`src/rtl/sfr_defs.svh`:
```
// constants of the flash register and read command block
// assumes inclusion by bare name from sfr_core
`ifndef SFR_DEFS_SVH
`define SFR_DEFS_SVH
// command codes
`define SFR_OP_WR_STATUS    8'h01
`define SFR_OP_WR_STATUS_HI 8'h31
`define SFR_OP_WR_CONFIG    8'h11
`define SFR_OP_RD_STATUS_LO 8'h05
`define SFR_OP_RD_STATUS_HI 8'h35
`define SFR_OP_RD_CONFIG    8'h15
`define SFR_OP_READ         8'h03
`define SFR_OP_FAST         8'h0B
`define SFR_OP_DUAL         8'h3B
`define SFR_OP_WR_ENABLE    8'h06
`define SFR_OP_WR_DISABLE   8'h04
// frame lengths in serial clocks
`define SFR_CMD_BITS        8
`define SFR_ADDR_BITS       24
`define SFR_BYTE_BITS       8
`define SFR_WORD_BITS       16
`define SFR_SPI_DUMMY       8
// dummy clocks chosen by the dummy count select and read parameters
`define SFR_DUAL_IO_DUMMY0  4'h4
`define SFR_DUAL_IO_DUMMY1  4'h8
`define SFR_QUAD_IO_DUMMY0  4'h6
`define SFR_QUAD_IO_DUMMY1  4'hA
`define SFR_QCM_DUMMY0      4'h4
`define SFR_QCM_DUMMY1      4'h6
`define SFR_QCM_DUMMY2      4'h8
// reset values
`define SFR_STATUS_RST      16'h0000
`define SFR_CONFIG_RST      8'h00
// synchroniser idle: select high, clock low, protect high, data high
`define SFR_SYNC_RST        4'hB
// register write time in microseconds and clock rate in MHz
`define SFR_TW_US           5
`define SFR_CLK_MHZ         250
`endif

```
`src/rtl/sfr_pkg.sv`:
```
// types of the flash register and read command block
// assumes sfr_defs.svh alongside
package sfr_pkg;
  // status word, top bit first
  typedef struct packed {
    logic       suspend_flag;
    logic       protect_complement;
    logic [2:0] security_lock_bits;
    logic       program_erase_fail_flag;
    logic       quad_enable;
    logic       status_protect_high;
    logic       status_protect_low;
    logic [4:0] block_protect_bits;
    logic       write_enable_latch;
    logic       write_in_progress;
  } sfr_status_t;
  // configuration byte, top bit first
  typedef struct packed {
    logic       hold_reset_select;
    logic [3:0] reserved_hi;
    logic       protect_scheme_select;
    logic       dummy_count_select;
    logic       reserved_lo;
  } sfr_config_t;
  // serial engine states, gray along the usual path
  typedef enum logic [2:0] {
    SFR_IDLE  = 3'h0,
    SFR_CMD   = 3'h1,
    SFR_ADDR  = 3'h3,
    SFR_DUMMY = 3'h2,
    SFR_OUT   = 3'h6,
    SFR_WDATA = 3'h7,
    SFR_SKIP  = 3'h5
  } sfr_state_t;
endpackage

```
`src/rtl/sfr_sync.sv`:
```
// two flip-flop synchroniser for pin inputs
// assumes clk domain with synchronous active high reset
`timescale 1ns/1ns
module sfr_sync #(
  parameter int         W   = 4,
  parameter logic [W-1:0] RST = '0
) (
  input  wire logic         clk,
  input  wire logic         rst,
  input  wire logic [W-1:0] pin,
  output logic      [W-1:0] sync
);
  logic [W-1:0] meta_q;
  logic [W-1:0] sync_q;

  // first stage feeds only the second
  always_ff @(posedge clk)
  begin
    if (rst)
    begin
      meta_q <= RST;
      sync_q <= RST;
    end
    else
    begin
      meta_q <= pin;
      sync_q <= meta_q;
    end
  end
  assign sync = sync_q;
endmodule

```
`src/rtl/sfr_timer.sv`:
```
// self-timed register write cycle counter
// assumes a one-cycle start pulse on clk
`timescale 1ns/1ns
module sfr_timer #(
  parameter int CYCLES = 1250
) (
  input  wire logic clk,
  input  wire logic rst,
  input  wire logic start,
  output logic      busy,
  output logic      done
);
  localparam int CW = $clog2(CYCLES + 1);
  logic [CW-1:0] cnt_q;
  logic [CW-1:0] cnt_d;

  // load on start, count down to zero
  always_comb
  begin
    cnt_d = cnt_q;
    if (start)
      cnt_d = CW'(CYCLES);
    else if (cnt_q != '0)
      cnt_d = cnt_q - CW'(1);
  end

  always_ff @(posedge clk)
  begin
    if (rst)
      cnt_q <= '0;
    else
      cnt_q <= cnt_d;
  end
  assign busy = (cnt_q != '0);
  assign done = (cnt_q == CW'(1));
endmodule

```
`src/rtl/sfr_core.sv`:
```
// serial flash status, configuration and array read command engine
// assumes host drives cs_n, sclk (mode 0) and io0; array read on clk
`timescale 1ns/1ns
`include "sfr_defs.svh"
module sfr_core
  import sfr_pkg::*;
#(
  parameter int ADDR_W    = 24,
  parameter int TW_CYCLES = `SFR_TW_US * `SFR_CLK_MHZ
) (
  input  wire logic              clk,
  input  wire logic              rst,
  input  wire logic              cs_n_i,
  input  wire logic              sclk_i,
  input  wire logic [3:0]        io_i,
  output logic      [3:0]        io_o,
  output logic      [3:0]        io_oe,
  output logic      [ADDR_W-1:0] mem_addr,
  input  wire logic [7:0]        mem_rdata,
  input  wire logic              pe_busy,
  input  wire logic              pe_fail,
  input  wire logic              pe_pass,
  input  wire logic              suspend_evt,
  input  wire logic              resume_evt,
  input  wire logic              quad_command_mode,
  input  wire logic [1:0]        read_param,
  output sfr_status_t            status_word,
  output sfr_config_t            configuration_byte,
  output logic                   pin_is_hold,
  output logic                   pin_is_reset,
  output logic                   block_lock_scheme,
  output logic                   pe_permit,
  output logic      [3:0]        dual_io_dummy,
  output logic      [3:0]        quad_io_dummy
);
  ////////////////////////////////////////////////////////////////////
  // pin sampling
  logic [3:0] pin_s;
  logic       cs_n_s;
  logic       sclk_s;
  logic       wp_n_s;
  logic       si_s;

  sfr_sync #(.W(4), .RST(`SFR_SYNC_RST)) u_sync (
    .clk  (clk),
    .rst  (rst),
    .pin  ({cs_n_i, sclk_i, io_i[2], io_i[0]}),
    .sync (pin_s)
  );
  assign cs_n_s = pin_s[3];
  assign sclk_s = pin_s[2];
  assign wp_n_s = pin_s[1];
  assign si_s   = pin_s[0]; // io1 and io3 never sampled

  ////////////////////////////////////////////////////////////////////
  // register write cycle timer
  logic tw_start;
  logic tw_busy;
  logic tw_done;

  sfr_timer #(.CYCLES(TW_CYCLES)) u_timer (
    .clk   (clk),
    .rst   (rst),
    .start (tw_start),
    .busy  (tw_busy),
    .done  (tw_done)
  );

  ////////////////////////////////////////////////////////////////////
  // helpers
  sfr_status_t sts_q;
  sfr_status_t sts_d;
  sfr_config_t cfg_q;
  sfr_config_t cfg_d;
  logic        busy;
  logic        hw_protect;

  // fast read dummy clocks in quad command mode
  function automatic logic [3:0] qcm_dummy(input logic [1:0] p);
    unique case (p)
      2'h0:    qcm_dummy = `SFR_QCM_DUMMY0;
      2'h1:    qcm_dummy = `SFR_QCM_DUMMY1;
      default: qcm_dummy = `SFR_QCM_DUMMY2;
    endcase
  endfunction

  assign busy       = tw_busy | pe_busy;
  // protect pin only exists while quad is off
  assign hw_protect = sts_q.status_protect_high |
                      (sts_q.status_protect_low & ~wp_n_s & ~sts_q.quad_enable);
  assign pe_permit  = sts_q.write_enable_latch & ~busy;

  // pin function and protect scheme decode
  assign pin_is_hold       = ~sts_q.quad_enable & ~cfg_q.hold_reset_select;
  assign pin_is_reset      = ~sts_q.quad_enable & cfg_q.hold_reset_select;
  assign block_lock_scheme = cfg_q.protect_scheme_select;
  assign dual_io_dummy     = cfg_q.dummy_count_select ? `SFR_DUAL_IO_DUMMY1
                                                      : `SFR_DUAL_IO_DUMMY0;
  assign quad_io_dummy     = cfg_q.dummy_count_select ? `SFR_QUAD_IO_DUMMY1
                                                      : `SFR_QUAD_IO_DUMMY0;

  ////////////////////////////////////////////////////////////////////
  // serial engine
  sfr_state_t        st_q;
  sfr_state_t        st_d;
  logic              cs_prev_q;
  logic              sclk_prev_q;
  logic [4:0]        cnt_q;
  logic [4:0]        cnt_d;
  logic [3:0]        dum_q;
  logic [3:0]        dum_d;
  logic [7:0]        op_q;
  logic [7:0]        op_d;
  logic [23:0]       sh_q;
  logic [23:0]       sh_d;
  logic [ADDR_W-1:0] addr_q;
  logic [ADDR_W-1:0] addr_d;
  logic [7:0]        obuf_q;
  logic [7:0]        obuf_d;
  logic [3:0]        obit_q;
  logic [3:0]        obit_d;
  logic [1:0]        io_q;
  logic [1:0]        io_d;
  logic [4:0]        wcnt_q;
  logic [4:0]        wcnt_d;
  logic [15:0]       wdat_q;
  logic [15:0]       wdat_d;
  logic              wel_set;
  logic              wel_clr;
  logic              wr_lo;
  logic              wr_hi;
  logic              wr_cfg;
  logic              sclk_rise;
  logic              sclk_fall;
  logic              cs_fall;
  logic              cs_rise;
  logic              dual;
  logic              wr_ok;
  logic [7:0]        src;
  logic [7:0]        w_lo;

  assign sclk_rise = sclk_s & ~sclk_prev_q;
  assign sclk_fall = ~sclk_s & sclk_prev_q;
  assign cs_fall   = ~cs_n_s & cs_prev_q;
  assign cs_rise   = cs_n_s & ~cs_prev_q;
  assign dual      = (op_q == `SFR_OP_DUAL);
  assign wr_ok     = sts_q.write_enable_latch & ~busy & ~hw_protect;
  assign w_lo      = (wcnt_q == 5'(`SFR_WORD_BITS)) ? wdat_q[15:8] : wdat_q[7:0];

  // byte source for the output phase
  always_comb
  begin
    unique case (op_q)
      `SFR_OP_RD_STATUS_LO: src = status_word[7:0];
      `SFR_OP_RD_STATUS_HI: src = status_word[15:8];
      `SFR_OP_RD_CONFIG:    src = configuration_byte;
      default:              src = mem_rdata;
    endcase
  end

  // next state of the serial engine
  always_comb
  begin
    st_d    = st_q;
    cnt_d   = cnt_q;
    dum_d   = dum_q;
    op_d    = op_q;
    sh_d    = sh_q;
    addr_d  = addr_q;
    obuf_d  = obuf_q;
    obit_d  = obit_q;
    io_d    = io_q;
    wcnt_d  = wcnt_q;
    wdat_d  = wdat_q;
    wel_set = 1'b0;
    wel_clr = 1'b0;
    wr_lo   = 1'b0;
    wr_hi   = 1'b0;
    wr_cfg  = 1'b0;
    if (cs_n_s)
    begin
      st_d = SFR_IDLE;
      // frame end: commit a register write only at a byte boundary
      if (cs_rise && st_q == SFR_WDATA && wr_ok)
      begin
        unique case (op_q)
          `SFR_OP_WR_STATUS:
          begin
            wr_lo = (wcnt_q == 5'(`SFR_BYTE_BITS)) ||
                    (wcnt_q == 5'(`SFR_WORD_BITS));
            wr_hi = (wcnt_q == 5'(`SFR_WORD_BITS));
          end
          `SFR_OP_WR_STATUS_HI: wr_hi = (wcnt_q == 5'(`SFR_BYTE_BITS));
          default:              wr_cfg = (wcnt_q == 5'(`SFR_BYTE_BITS));
        endcase
      end
    end
    else if (cs_fall)
    begin
      st_d   = SFR_CMD;
      cnt_d  = '0;
      obit_d = '0;
      io_d   = '0;
    end
    else if (sclk_rise)
    begin
      sh_d  = {sh_q[22:0], si_s};
      cnt_d = cnt_q + 5'(1);
      unique case (st_q)
        SFR_CMD:
          if (cnt_q == 5'(`SFR_CMD_BITS - 1))
          begin
            op_d  = sh_d[7:0];
            cnt_d = '0;
            unique case (sh_d[7:0])
              `SFR_OP_READ:
                st_d = SFR_ADDR;
              `SFR_OP_FAST, `SFR_OP_DUAL:
                st_d = busy ? SFR_SKIP : SFR_ADDR;
              `SFR_OP_RD_STATUS_LO, `SFR_OP_RD_STATUS_HI, `SFR_OP_RD_CONFIG:
                st_d = SFR_OUT;
              `SFR_OP_WR_STATUS, `SFR_OP_WR_STATUS_HI, `SFR_OP_WR_CONFIG:
              begin
                st_d   = SFR_WDATA;
                wcnt_d = '0;
              end
              `SFR_OP_WR_ENABLE:
              begin
                wel_set = 1'b1;
                st_d    = SFR_SKIP;
              end
              `SFR_OP_WR_DISABLE:
              begin
                wel_clr = 1'b1;
                st_d    = SFR_SKIP;
              end
              default: st_d = SFR_SKIP;
            endcase
          end
        SFR_ADDR:
          if (cnt_q == 5'(`SFR_ADDR_BITS - 1))
          begin
            addr_d = sh_d[ADDR_W-1:0];
            cnt_d  = '0;
            if (op_q == `SFR_OP_READ)
              st_d = SFR_OUT;
            else
            begin
              st_d  = SFR_DUMMY;
              dum_d = (quad_command_mode && !dual) ? qcm_dummy(read_param)
                                                   : 4'(`SFR_SPI_DUMMY);
            end
          end
        SFR_DUMMY:
          if (cnt_q == 5'(dum_q - 4'(1)))
            st_d = SFR_OUT;
        SFR_WDATA:
        begin
          wdat_d = {wdat_q[14:0], si_s};
          if (wcnt_q <= 5'(`SFR_WORD_BITS))
            wcnt_d = wcnt_q + 5'(1); // stops one past a word
        end
        default: ;
      endcase
    end
    else if (sclk_fall && st_q == SFR_OUT)
    begin
      // shift out on falling edges, fresh byte when empty
      if (obit_q == '0)
      begin
        if (dual)
        begin
          io_d   = src[7:6];
          obuf_d = {src[5:0], 2'h0};
          obit_d = 4'h6;
        end
        else
        begin
          io_d   = {src[7], 1'b0};
          obuf_d = {src[6:0], 1'b0};
          obit_d = 4'h7;
        end
        if (op_q == `SFR_OP_READ || op_q == `SFR_OP_FAST || dual)
          addr_d = addr_q + ADDR_W'(1);
      end
      else if (dual)
      begin
        io_d   = obuf_q[7:6];
        obuf_d = {obuf_q[5:0], 2'h0};
        obit_d = obit_q - 4'h2;
      end
      else
      begin
        io_d   = {obuf_q[7], 1'b0};
        obuf_d = {obuf_q[6:0], 1'b0};
        obit_d = obit_q - 4'h1;
      end
    end
  end

  always_ff @(posedge clk)
  begin
    if (rst)
    begin
      st_q        <= SFR_IDLE;
      cs_prev_q   <= 1'b1;
      sclk_prev_q <= 1'b0;
      cnt_q       <= '0;
      dum_q       <= '0;
      op_q        <= '0;
      sh_q        <= '0;
      addr_q      <= '0;
      obuf_q      <= '0;
      obit_q      <= '0;
      io_q        <= '0;
      wcnt_q      <= '0;
      wdat_q      <= '0;
    end
    else
    begin
      st_q        <= st_d;
      cs_prev_q   <= cs_n_s;
      sclk_prev_q <= sclk_s;
      cnt_q       <= cnt_d;
      dum_q       <= dum_d;
      op_q        <= op_d;
      sh_q        <= sh_d;
      addr_q      <= addr_d;
      obuf_q      <= obuf_d;
      obit_q      <= obit_d;
      io_q        <= io_d;
      wcnt_q      <= wcnt_d;
      wdat_q      <= wdat_d;
    end
  end

  assign tw_start = wr_lo | wr_hi | wr_cfg;
  assign mem_addr = addr_q;
  assign io_o     = {2'h0, io_q};
  assign io_oe    = {2'h0, st_q == SFR_OUT, st_q == SFR_OUT && dual};

  ////////////////////////////////////////////////////////////////////
  // status word and configuration byte
  always_comb
  begin
    sfr_status_t w;
    w     = sfr_status_t'({wdat_q[7:0], w_lo});
    sts_d = sts_q;
    cfg_d = cfg_q;
    // top, fail, latch and busy positions are never taken from data
    if (wr_hi)
    begin
      sts_d.protect_complement  = w.protect_complement;
      sts_d.security_lock_bits  = sts_q.security_lock_bits |
                                  w.security_lock_bits;
      sts_d.quad_enable         = w.quad_enable;
      sts_d.status_protect_high = w.status_protect_high;
    end
    if (wr_lo)
    begin
      sts_d.status_protect_low = w.status_protect_low;
      sts_d.block_protect_bits = w.block_protect_bits;
    end
    if (wr_cfg)
    begin
      cfg_d.hold_reset_select     = wdat_q[7];
      cfg_d.protect_scheme_select = wdat_q[2];
      cfg_d.dummy_count_select    = wdat_q[1];
    end
    // events win over their clears
    if (pe_pass)
      sts_d.program_erase_fail_flag = 1'b0;
    if (pe_fail)
      sts_d.program_erase_fail_flag = 1'b1;
    if (resume_evt)
      sts_d.suspend_flag = 1'b0;
    if (suspend_evt)
      sts_d.suspend_flag = 1'b1;
    if (tw_done || wel_clr)
      sts_d.write_enable_latch = 1'b0;
    if (wel_set)
      sts_d.write_enable_latch = 1'b1;
    sts_d.write_in_progress = 1'b0;
  end

  always_ff @(posedge clk)
  begin
    if (rst)
    begin
      sts_q <= sfr_status_t'(`SFR_STATUS_RST);
      cfg_q <= sfr_config_t'(`SFR_CONFIG_RST);
    end
    else
    begin
      sts_q <= sts_d;
      cfg_q <= cfg_d;
    end
  end

  // busy flag reflects the live write cycle
  always_comb
  begin
    status_word                   = sts_q;
    status_word.write_in_progress = busy;
  end
  assign configuration_byte = cfg_q;
endmodule

```
`config.mk`:
```
export PLATFORM = sky130hd
export DESIGN_NAME = sfr_core
export DESIGN_NICKNAME = d
export VERILOG_FILES = /design/src/rtl/sfr_pkg.sv /design/src/rtl/sfr_sync.sv /design/src/rtl/sfr_timer.sv /design/src/rtl/sfr_core.sv
export VERILOG_INCLUDE_DIRS = /design/src /design/src/rtl
export SDC_FILE = /design/constraint.sdc
export NUM_CORES = 1
export LEC_CHECK = 0
export BUFFER_PORTS_ARGS = -buffer_cell sky130_fd_sc_hd__buf_2
export CORE_UTILIZATION = 35
export DETAILED_ROUTE_END_ITERATION = 16
export PLACE_DENSITY = 0.52
export SYNTH_ARGS = -nofsm -noshare
export SYNTH_HDL_FRONTEND = slang
export SYNTH_SLANG_ARGS = --single-unit
```
`constraint.sdc`:
```
create_clock -name clk -period 4.55 [get_ports clk]
set_clock_uncertainty 0.05 [all_clocks]
set_input_delay 0.2275 -clock clk [delete_from_list [all_inputs] [get_ports clk]]
set_output_delay 0.2275 -clock clk [all_outputs]
set_load 0.01 [all_outputs]
```
Word level (Yosys, flattened, before mapping) --
Index checks and enable logic that the tools add are counted.
Word-level totals: bits in registers 141, bits in latches 0, memory bits (writable) 0, ROM bits 0, bits of input ports 24, output and inout bits 68, memories kept 0
Operators by class: add/subtract/negate cells 7, multipliers 0, div/mod/pow operators 0, $lt $le $gt $ge 1, equality and inequality tests 42, shifts and indexed selects 0, multiplexer cells 74, bitwise operators 27, reduce and logical (&&, ||, !) cells 43
Operators with widths (count):
- 2-to-1 mux 24 bit | 6
- equality test 8 x 6 -> 1 bit, second input constant | 6
- 2-to-1 mux 5 bit | 7
- equality test 8 x 3 -> 1 bit, second input constant | 4
- 2-to-1 mux 4 bit | 8
- 2-to-1 mux 8 bit | 4
- 2-to-1 mux 1 bit | 31
- adder 24 x 1 -> 24 bit, second input constant | 1
- equality test 8 x 5 -> 1 bit, second input constant | 3
- case mux 8 bit (3 select lines) | 1
- 2-to-1 mux 11 bit | 2
- case mux 5 bit (2 select lines) | 2
- nonzero test 2 bit | 10
- equality test 8 x 1 -> 1 bit, second input constant | 2
- equality test 8 x 2 -> 1 bit, second input constant | 2
- equality test 8 x 4 -> 1 bit, second input constant | 2
- 2-to-1 mux 3 bit | 5
- AND reduction 5 bit | 3
- AND reduction 7 bit | 2
- inverter 1 bit | 12
- case mux 3 bit (4 select lines) | 1
- equality test 11 x 1 -> 1 bit, second input constant | 1
- nonzero test 11 bit | 1
- subtractor 11 x 1 -> 11 bit, second input constant | 1
- 36 further kinds | 77

Logic depth before layout (Yosys ltp) --
Gate-level depths: netlist (run 1).
word-level depth 12, mapped depth 9, gate-level depth less buffers 7

Cells and area by module --
From an unflattened synthesis (run 1), not the netlist that was laid out.
Second synthesis, totals: cells, all modules 898, area, all modules 7211.9 sq um
By module, submodules not included:
- sfr_core | times used 1, cells an instance 819, area an instance 6431.2 sq um, sequential area each 2402.3 sq um
- sfr_timer | times used 1, cells an instance 63, area an instance 570.5 sq um, sequential area each 220.2 sq um
- sfr_sync | times used 1, cells an instance 16, area an instance 210.2 sq um, sequential area each 160.2 sq um

Worst setup path before layout (run 1) --
OpenSTA, ideal clock, no wires.
path kind reg2reg, start point register u_timer.cnt_q[0], end point register cfg_q, in the netlist block_lock_scheme, setup time 128 ps, arrival 1881 ps, data required time 4372 ps, setup slack 2491 ps, cell stages (with the launch flop) 9, path through dfxtp_1 -> inv_1 -> ha_1 -> nor3b_2 -> nand4_2 -> or4b_1 -> buf_2 -> mux2i_1 -> nor2_1
Between the ends: cells in the longest elaborated chain, start to end 8
Ends and longest elaborated chain:
- from (decl) | RTL line sfr_timer.sv:14 | logic [CW-1:0] cnt_q;
- from (signal assigned) | RTL line sfr_timer.sv:32 | cnt_q <= cnt_d;
- nonzero test 11 bit | RTL line sfr_timer.sv:34 | assign busy = (cnt_q != '0);
- bitwise OR 1 bit | RTL line sfr_core.sv:87 | assign busy = tw_busy | pe_busy;
- inverter 1 bit | RTL line sfr_core.sv:147 | assign wr_ok = sts_q.write_enable_latch & ~busy & ~hw_protect;
- bitwise AND 1 bit (2 in a row) | RTL line sfr_core.sv:147
- logical AND 1 bit | RTL line sfr_core.sv:184 | if (cs_rise && st_q == SFR_WDATA && wr_ok)
- 2-to-1 mux 1 bit | RTL line sfr_core.sv:184
- 2-to-1 mux 1 bit | RTL line sfr_core.sv:180 | if (cs_n_s)
- to (signal assigned) | RTL line sfr_core.sv:391 | cfg_q <= sfr_config_t'(`SFR_CONFIG_RST);
- to (signal assigned) | RTL line sfr_core.sv:396 | cfg_q <= cfg_d;
- to (decl) | RTL line sfr_core.sv:73 | sfr_config_t cfg_q;
No other way between the ends. A chain may end at the register's enable or synchronous reset.

Final worst setup path (run 1) --
start point register obit_q[1], end point register addr_q[23], in the netlist mem_addr[23]
Between the ends: cells in the longest elaborated chain, start to end 3
Ends and longest elaborated chain:
- from (decl) | RTL line sfr_core.sv:120 | logic [3:0] obit_q;
- from (signal assigned) | RTL line sfr_core.sv:330 | obit_q <= obit_d;
- zero test 4 bit | RTL line sfr_core.sv:269 | if (obit_q == '0)
- nonzero test 2 bit (no source line)
- AND reduction 7 bit (no source line)
- to (signal assigned) | RTL line sfr_core.sv:328 | addr_q <= addr_d;
- to (decl) | RTL line sfr_core.sv:116 | logic [ADDR_W-1:0] addr_q;
No other way between the ends.

==> results.ini, run 1 <==
[clock_network]
cts_tree = done
htreeDepth = 4
cts_made_buffers = 17
numClockSinks = 139
cts_resized = 0
clk_latency_ns = 0.42
root_buffer = clkbuf_16
clock_path_buffers = 2
path_clk_slew_ns = 0.06

[synthesis]
synth.largest_area_cell = dfxtp_1
yosysSeqAreaShare_pct = 38.0
async_flop_share_pct = 0
post-synth-top-count-cell = dfxtp_1
syn_area_sq_um = 7320
avgSynthCellArea_sq_um = 8.02
synth_top_area_share_pct = 38.0
netlist_top_cells_count = dfxtp_1, nand2_1, a21oi_1, nor2_1, clkbuf_1
synth-edff-count = 0
yosys.cell_types.count = 79
synth_ff_type = dfxtp_1
synthCells = 913
synth_area_leaders = dfxtp_1, nand2_1, a21oi_1, nor2_1, mux2i_1
ys_ff_latch = 139
synth_warnings = 0

[setup_path]
worst-r2r-cell-count = 7
cp-end-kind = register
crit_type = register to register
critPathCapture = mem_addr[23]
start_kind = register
critPathLaunch = obit_q[1]
crit_fanout = 13
worstPathArrival_ns = 2.91
r2r_start = obit_q[1]
critPathRequiredTime_ns = 4.82
r2r_end = mem_addr[23]
ff2ff_setup_slack_ns = 1.91

[timing]
worstMarginPinSlew_ns = 1.00
slew_violations = 0
final-setup-viol-count = 0
hold_ws_ns = 0.0148
fin_crit_sh_pct = 58.0
slew_headroom_pct = 32.6
rsz0062_at_grt = false
fin_crit_ns = 2.64
setup_slack_ns = 1.91
fin_setup_tns_ns = 0
fmax_ghz = 0.379
timing.final.hold_violations = 0

[route]
drc = 0
vias = 6716
drtPass1Iterations = 5
drtIter0Drc = 446
viasPerCell = 5.42
finalWirelength_um = 20600
wl_per_cell_um = 16.6
drtAntennaViolNets = 0

[final_layout]
nNetsFinal = 991
design_area_sq_um = 8450
layout-drive-gt1-share_pct = 16.3
area_delta_synth_final_pct = 15.4
diodes = 0

[placed_design]
gp_congestion = 0.813
post-dp-hpwl_um = 13900
post-place-ws_ns = 1.95
io_buffers = 76
postPlaceCellArea_sq_um = 7810

[grt]
grt_max_degree = 66
antenna_found_initial = 0
grt_pass1_wl_um = 33900
overflow = 0
grt_pass1_vias = 6221
gr-usage-all-layers_pct = 19.6

[power]
p_int_mw = 2.24
switching_power_uw = 823
power_mw = 3.06
p_clk_share_pct = 44.9
ir_drop_mv = 0.228
p_leak_nw = 3.11
power_frac_comb_pct = 12.2
switching_share_pct = 26.9
power_density_nw_per_um2 = 362
seqPwrFrac_pct = 42.9

[flow_run]
drv_cap = 0

[floorplanning]
start_util_pct = 36.0
die_y_um = 147
rows = 52
dieArea_sq_um = 21500
die_w_um = 147
core_region_area_sq_um = 20400
ioPinCount = 92

[status]
status = finished clean

[worst_hold_path]
hold_class = primary input to register

-- layout make-up --
| cell class | instances | area [sq um] |
|---|---|---|
| Fill cell | 2102 | 11900 |
| Timing Repair Buffer | 94 | 533 |
| Inverter | 25 | 93.8 |
| Clock buffer | 22 | 494 |
| Sequential cell | 139 | 2780 |
| Multi-Input combinational cell | 679 | 4120 |
| Clock inverter | 10 | 90.1 |
| Tap cell | 270 | 338 |
-- cells by family after synthesis --
group	after synthesis	synth area share (%)
and+or+nand+nor	371	26.5
xor gates and xnor gates	8	0.957
AOI/OAI and AO/OA	247	22.0
buffers and inverters	106	6.61
other	2	0.103
muxes	29	4.03
DFF	139	38.0
adders and majority gates	11	1.88
-- layout by cell type, fill, tap and decap left out, types with 8 or more instances in the layout --
| cell | synthesis | layout |
|---|---|---|
| dfxtp_1 | 139 | 139 |
| nand2_1 | 124 | 124 |
| a21oi_1 | 89 | 89 |
| nor2_1 | 81 | 81 |
| buf_2 | 13 | 75 |
| o21ai_0 | 30 | 29 |
| inv_1 | 25 | 25 |
| mux2i_1 | 25 | 25 |
| nand3_1 | 25 | 25 |
| a31oi_1 | 24 | 24 |
| clkbuf_16 | 0 | 17 |
| nand4_1 | 16 | 16 |
| a211oi_1 | 16 | 16 |
| o31ai_1 | 15 | 15 |
| nor3_1 | 15 | 14 |
| conb_1 | 2 | 13 |
| buf_4 | 18 | 13 |
| o311ai_0 | 11 | 11 |
| ha_1 | 11 | 11 |
| and3_1 | 10 | 10 |
| nor2b_1 | 10 | 9 |
| or2_2 | 9 | 9 |
| nor4_1 | 9 | 9 |
| nand3b_1 | 8 | 8 |
-- power groups by stage --
stage / logic, mW / registers, mW / clock network (mW)
global placement: 0.370 / 1.34 / 0
floorplan: 0.304 / 1.33 / 0
finish: 0.373 / 1.31 / 1.37
global route: 0.420 / 1.32 / 1.45
detailed placement: 0.369 / 1.34 / 0
CTS: 0.375 / 1.31 / 1.40
-- registers in the layout, indices dropped and copies added, names as in the netlist --
| name | count |
|---|---|
| block_lock_scheme | 1 |
| cs_prev_q | 1 |
| cnt_q | 5 |
| dum_q | 3 |
| op_q | 8 |
| sclk_prev_q | 1 |
| u_timer.cnt_q | 11 |
| obit_q | 4 |
| io_q | 2 |
| sh_q | 23 |
| u_sync.meta_q | 4 |
| wdat_q | 16 |
| st_q | 3 |
| u_sync.sync | 4 |
| obuf_q | 7 |
| status_word | 15 |
| wcnt_q | 5 |
| mem_addr | 24 |
| configuration_byte | 2 |
-- worst min path at each step --
stage	end	startpoint	slack [ns]	cells past startpoint
after floorplan	u_sync.meta_q[0]	io_i[0]	0.28	1
after global placement	u_sync.sync[0]	u_sync.meta_q[0]	0.34	1
after detailed placement	u_sync.sync[0]	u_sync.meta_q[0]	0.35	1
after CTS	dum_q[1]	read_param[0]	0.003	3
after global routing	dum_q[1]	read_param[0]	0.03	3
final	dum_q[1]	read_param[0]	0.01	3
-- layer usage --
layer	part of all wire, %	wire length, um	up-vias	global-route usage (%)
li1	-	-	3382	-
met1	51	10500	3177	28.7
met2	44	9020	147	28.9
met3	4.3	887	10	4.13
met4	0.79	162	0	4.90
met5	0	0	-	0
-- worst max-delay path: stages, from the launching register on --
cell and delay [ns]:
dfxtp_1 0.31, inv_1 0.13, ha_1 0.23, nor3b_1 0.34, and3_1 0.29, a31o_2 0.30, nand2_1 0.44, o32ai_1 0.43
-- through the flow --
step                      util [%]  instances
after CTS                     41.5       1239
final                         41.5       1239
after floorplan                  -        924
after detailed placement      38.3       1201
after global routing          41.5       1239
after global placement        38.3       1201
-- what timing repair did --
action                    in CTS  in global routing
setup buffers                  0                  0
hold buffers                   6                  0
hold endpoints to repair       6                  0
No activity file was read; power rests on OpenSTA's default activity.
==> run 2: changes to the inputs <==
PLACE_DENSITY = 0.54   (was 0.52)
clock period = 2.2 ns   (was 4.55 ns; I/O delays follow)
==> results.ini, run 2 (synthesis results as in run 1) <==
[status]
status = finished clean

[route]
wl_per_cell_um = 16.1  ; -3.0%
drc = 0  ; unchanged
drtPass1Iterations = 5  ; unchanged
drtAntennaViolNets = 0  ; unchanged
finalWirelength_um = 21200  ; +3.2%
viasPerCell = 5.34  ; -1.4%
vias = 7049  ; +5.0%
drtIter0Drc = 477  ; +7.0%

[setup_path]
cp-end-kind = register
r2r_start = sclk_prev_q
ff2ff_setup_slack_ns = 0.09  ; -1.82 ns
crit_type = register to register
worst-r2r-cell-count = 6  ; -1
start_kind = register
crit_fanout = 23  ; +10
worstPathArrival_ns = 2.35  ; -0.56 ns
r2r_end = wdat_q[10]
critPathRequiredTime_ns = 2.44  ; -2.38 ns

[floorplanning]
die_y_um = 147  ; unchanged
dieArea_sq_um = 21500  ; unchanged
die_w_um = 147  ; unchanged
start_util_pct = 36.0  ; unchanged
ioPinCount = 92  ; unchanged
rows = 52  ; unchanged
core_region_area_sq_um = 20400  ; unchanged

[final_layout]
area_delta_synth_final_pct = 24.3
largest_reg_flops = 24  ; unchanged
layout_common_cells = dfxtp_1, nand2_1, a21oi_1
diodes = 0  ; unchanged
layout-drive-gt1-share_pct = 23.0  ; +6.7 points
nNetsFinal = 1071  ; +8.1%
final_common_cell = dfxtp_1
final_core_utilization_pct = 44.7  ; +3.2 points

[clock_network]
clock_path_buffers = 2  ; unchanged
root_buffer = clkbuf_16
path_clk_slew_ns = 0.06  ; about the same
numClockSinks = 139  ; unchanged
cts_made_buffers = 17  ; unchanged
htreeDepth = 4  ; unchanged
cts_tree = done
clk_latency_ns = 0.42  ; about the same

[worst_hold_path]
min_from = mem_rdata[5]
min_path_cells = 3  ; unchanged
hold_class = primary input to register
min_to = obuf_q[6]

[placed_design]
post-place-ws_ns = -0.0641  ; -2.01 ns
io_buffers = 76  ; unchanged
post-dp-hpwl_um = 15000  ; +8.0%
gp_congestion = 0.843  ; +3.8%

[timing]
fin_crit_ns = 2.11  ; -0.533 ns
fin_crit_sh_pct = 95.7  ; +38 points
fmax_ghz = 0.475  ; +25%
slew_violations = 0  ; unchanged
slew_headroom_pct = 57.6  ; +25 points
worstMarginPinSlew_ns = 0.636  ; -0.368 ns
rsz0062_at_grt = true
setup_slack_ns = 0.0943  ; -1.82 ns
timing.final.hold_violations = 0  ; unchanged
final-setup-viol-count = 0  ; unchanged

[power]
p_int_mw = 4.61  ; +110%
seqPwrFrac_pct = 42.5  ; -0.4 points
ir_drop_mv = 0.410  ; +80%
power_density_nw_per_um2 = 701  ; +94%
switching_share_pct = 27.8  ; +0.90 points
p_clk_share_pct = 43.1  ; -1.8 points
p_leak_nw = 3.51  ; +13%
switching_power_mw = 1.78  ; +120%
power_frac_comb_pct = 14.4  ; +2.2 points

[grt]
antenna_found_initial = 0  ; unchanged
overflow = 0  ; unchanged
gr-usage-all-layers_pct = 20.1  ; +0.45 points
grt_pass1_vias = 6473  ; +4.1%
grt_pass1_wl_um = 34700  ; +2.3%
grt_max_degree = 57  ; -14%

[flow_run]
drv_cap = 0  ; unchanged

## run 2: final cells by class
cell class / instances / area [sq um]
Clock buffer: 18 / 439
Clock inverter: 14 / 123
Fill cell: 2067 / 11300
Inverter: 25 / 93.8
Multi-Input combinational cell: 679 / 4170
Sequential cell: 139 / 2780
Tap cell: 270 / 338
Timing Repair Buffer: 174 / 1160
## run 2: layer usage
metal  routed length [um]  GRT usage [%]  vias to the layer above
li1                     -              -                     3562
met1                10700           28.4                     3331
met2                 9550           30.7                      139
met3                  801           4.03                       17
met4                  233           5.52                        0
met5                    0              0                        -
## run 2: per-stage QoR
| stage | power (mW) | hold WS [ns] | instances | instance area (sq um) | TNS (ns) |
|---|---|---|---|---|---|
| floorplan | 3.38 | 0.164 | 924 | 7370 | 0 |
| global placement | 3.62 | 0.244 | 1276 | 8380 | -0.0320 |
| detailed placement | 3.62 | 0.248 | 1276 | 8380 | -0.191 |
| CTS | 6.40 | 0.0421 | 1319 | 9060 | 0 |
| global route | 6.68 | 0.0810 | 1319 | 9110 | -1.95 |
| finish | 6.39 | 0.0423 | 1319 | 9110 | 0 |
## run 2: worst max-delay path, cell delays in order (launching register included)
cell	delay, ns
dfxtp_1	0.35
nand2b_1	0.18
buf_4	0.24
nor3_2	0.39
nand2_1	0.48
nand2_1	0.20
a21oi_1	0.08
## run 2: how the worst max path moves through the flow
stage                            endpoint  slack, ns  depth (start not counted)              from
floorplan           configuration_byte[7]       0.14                          8  u_timer.cnt_q[0]
global placement              mem_addr[7]      -0.03                          7         obit_q[0]
detailed placement            mem_addr[7]      -0.06                          7         obit_q[0]
CTS                           mem_addr[7]       0.04                          7         obit_q[1]
global route                    wdat_q[1]      -0.11                          6    u_sync.sync[2]
finish                         wdat_q[10]       0.09                          6       sclk_prev_q
## run 2: power groups by stage
stage	sequential [mW]	clock (mW)	combinational, mW
after CTS	2.71	2.82	0.876
after detailed placement	2.77	0	0.855
final	2.72	2.75	0.919
after floorplan	2.75	0	0.630
after global routing	2.73	2.92	1.03
after global placement	2.76	0	0.855
## run 2: what timing repair did
item	in CTS	in global routing
hold buffers	11	0
pin swaps	0	1
endpoints found under the hold margin	16	0
buffers inserted	0	0
setup endpoints to repair	13	58
gates resized for setup	1	17
cloned	0	0
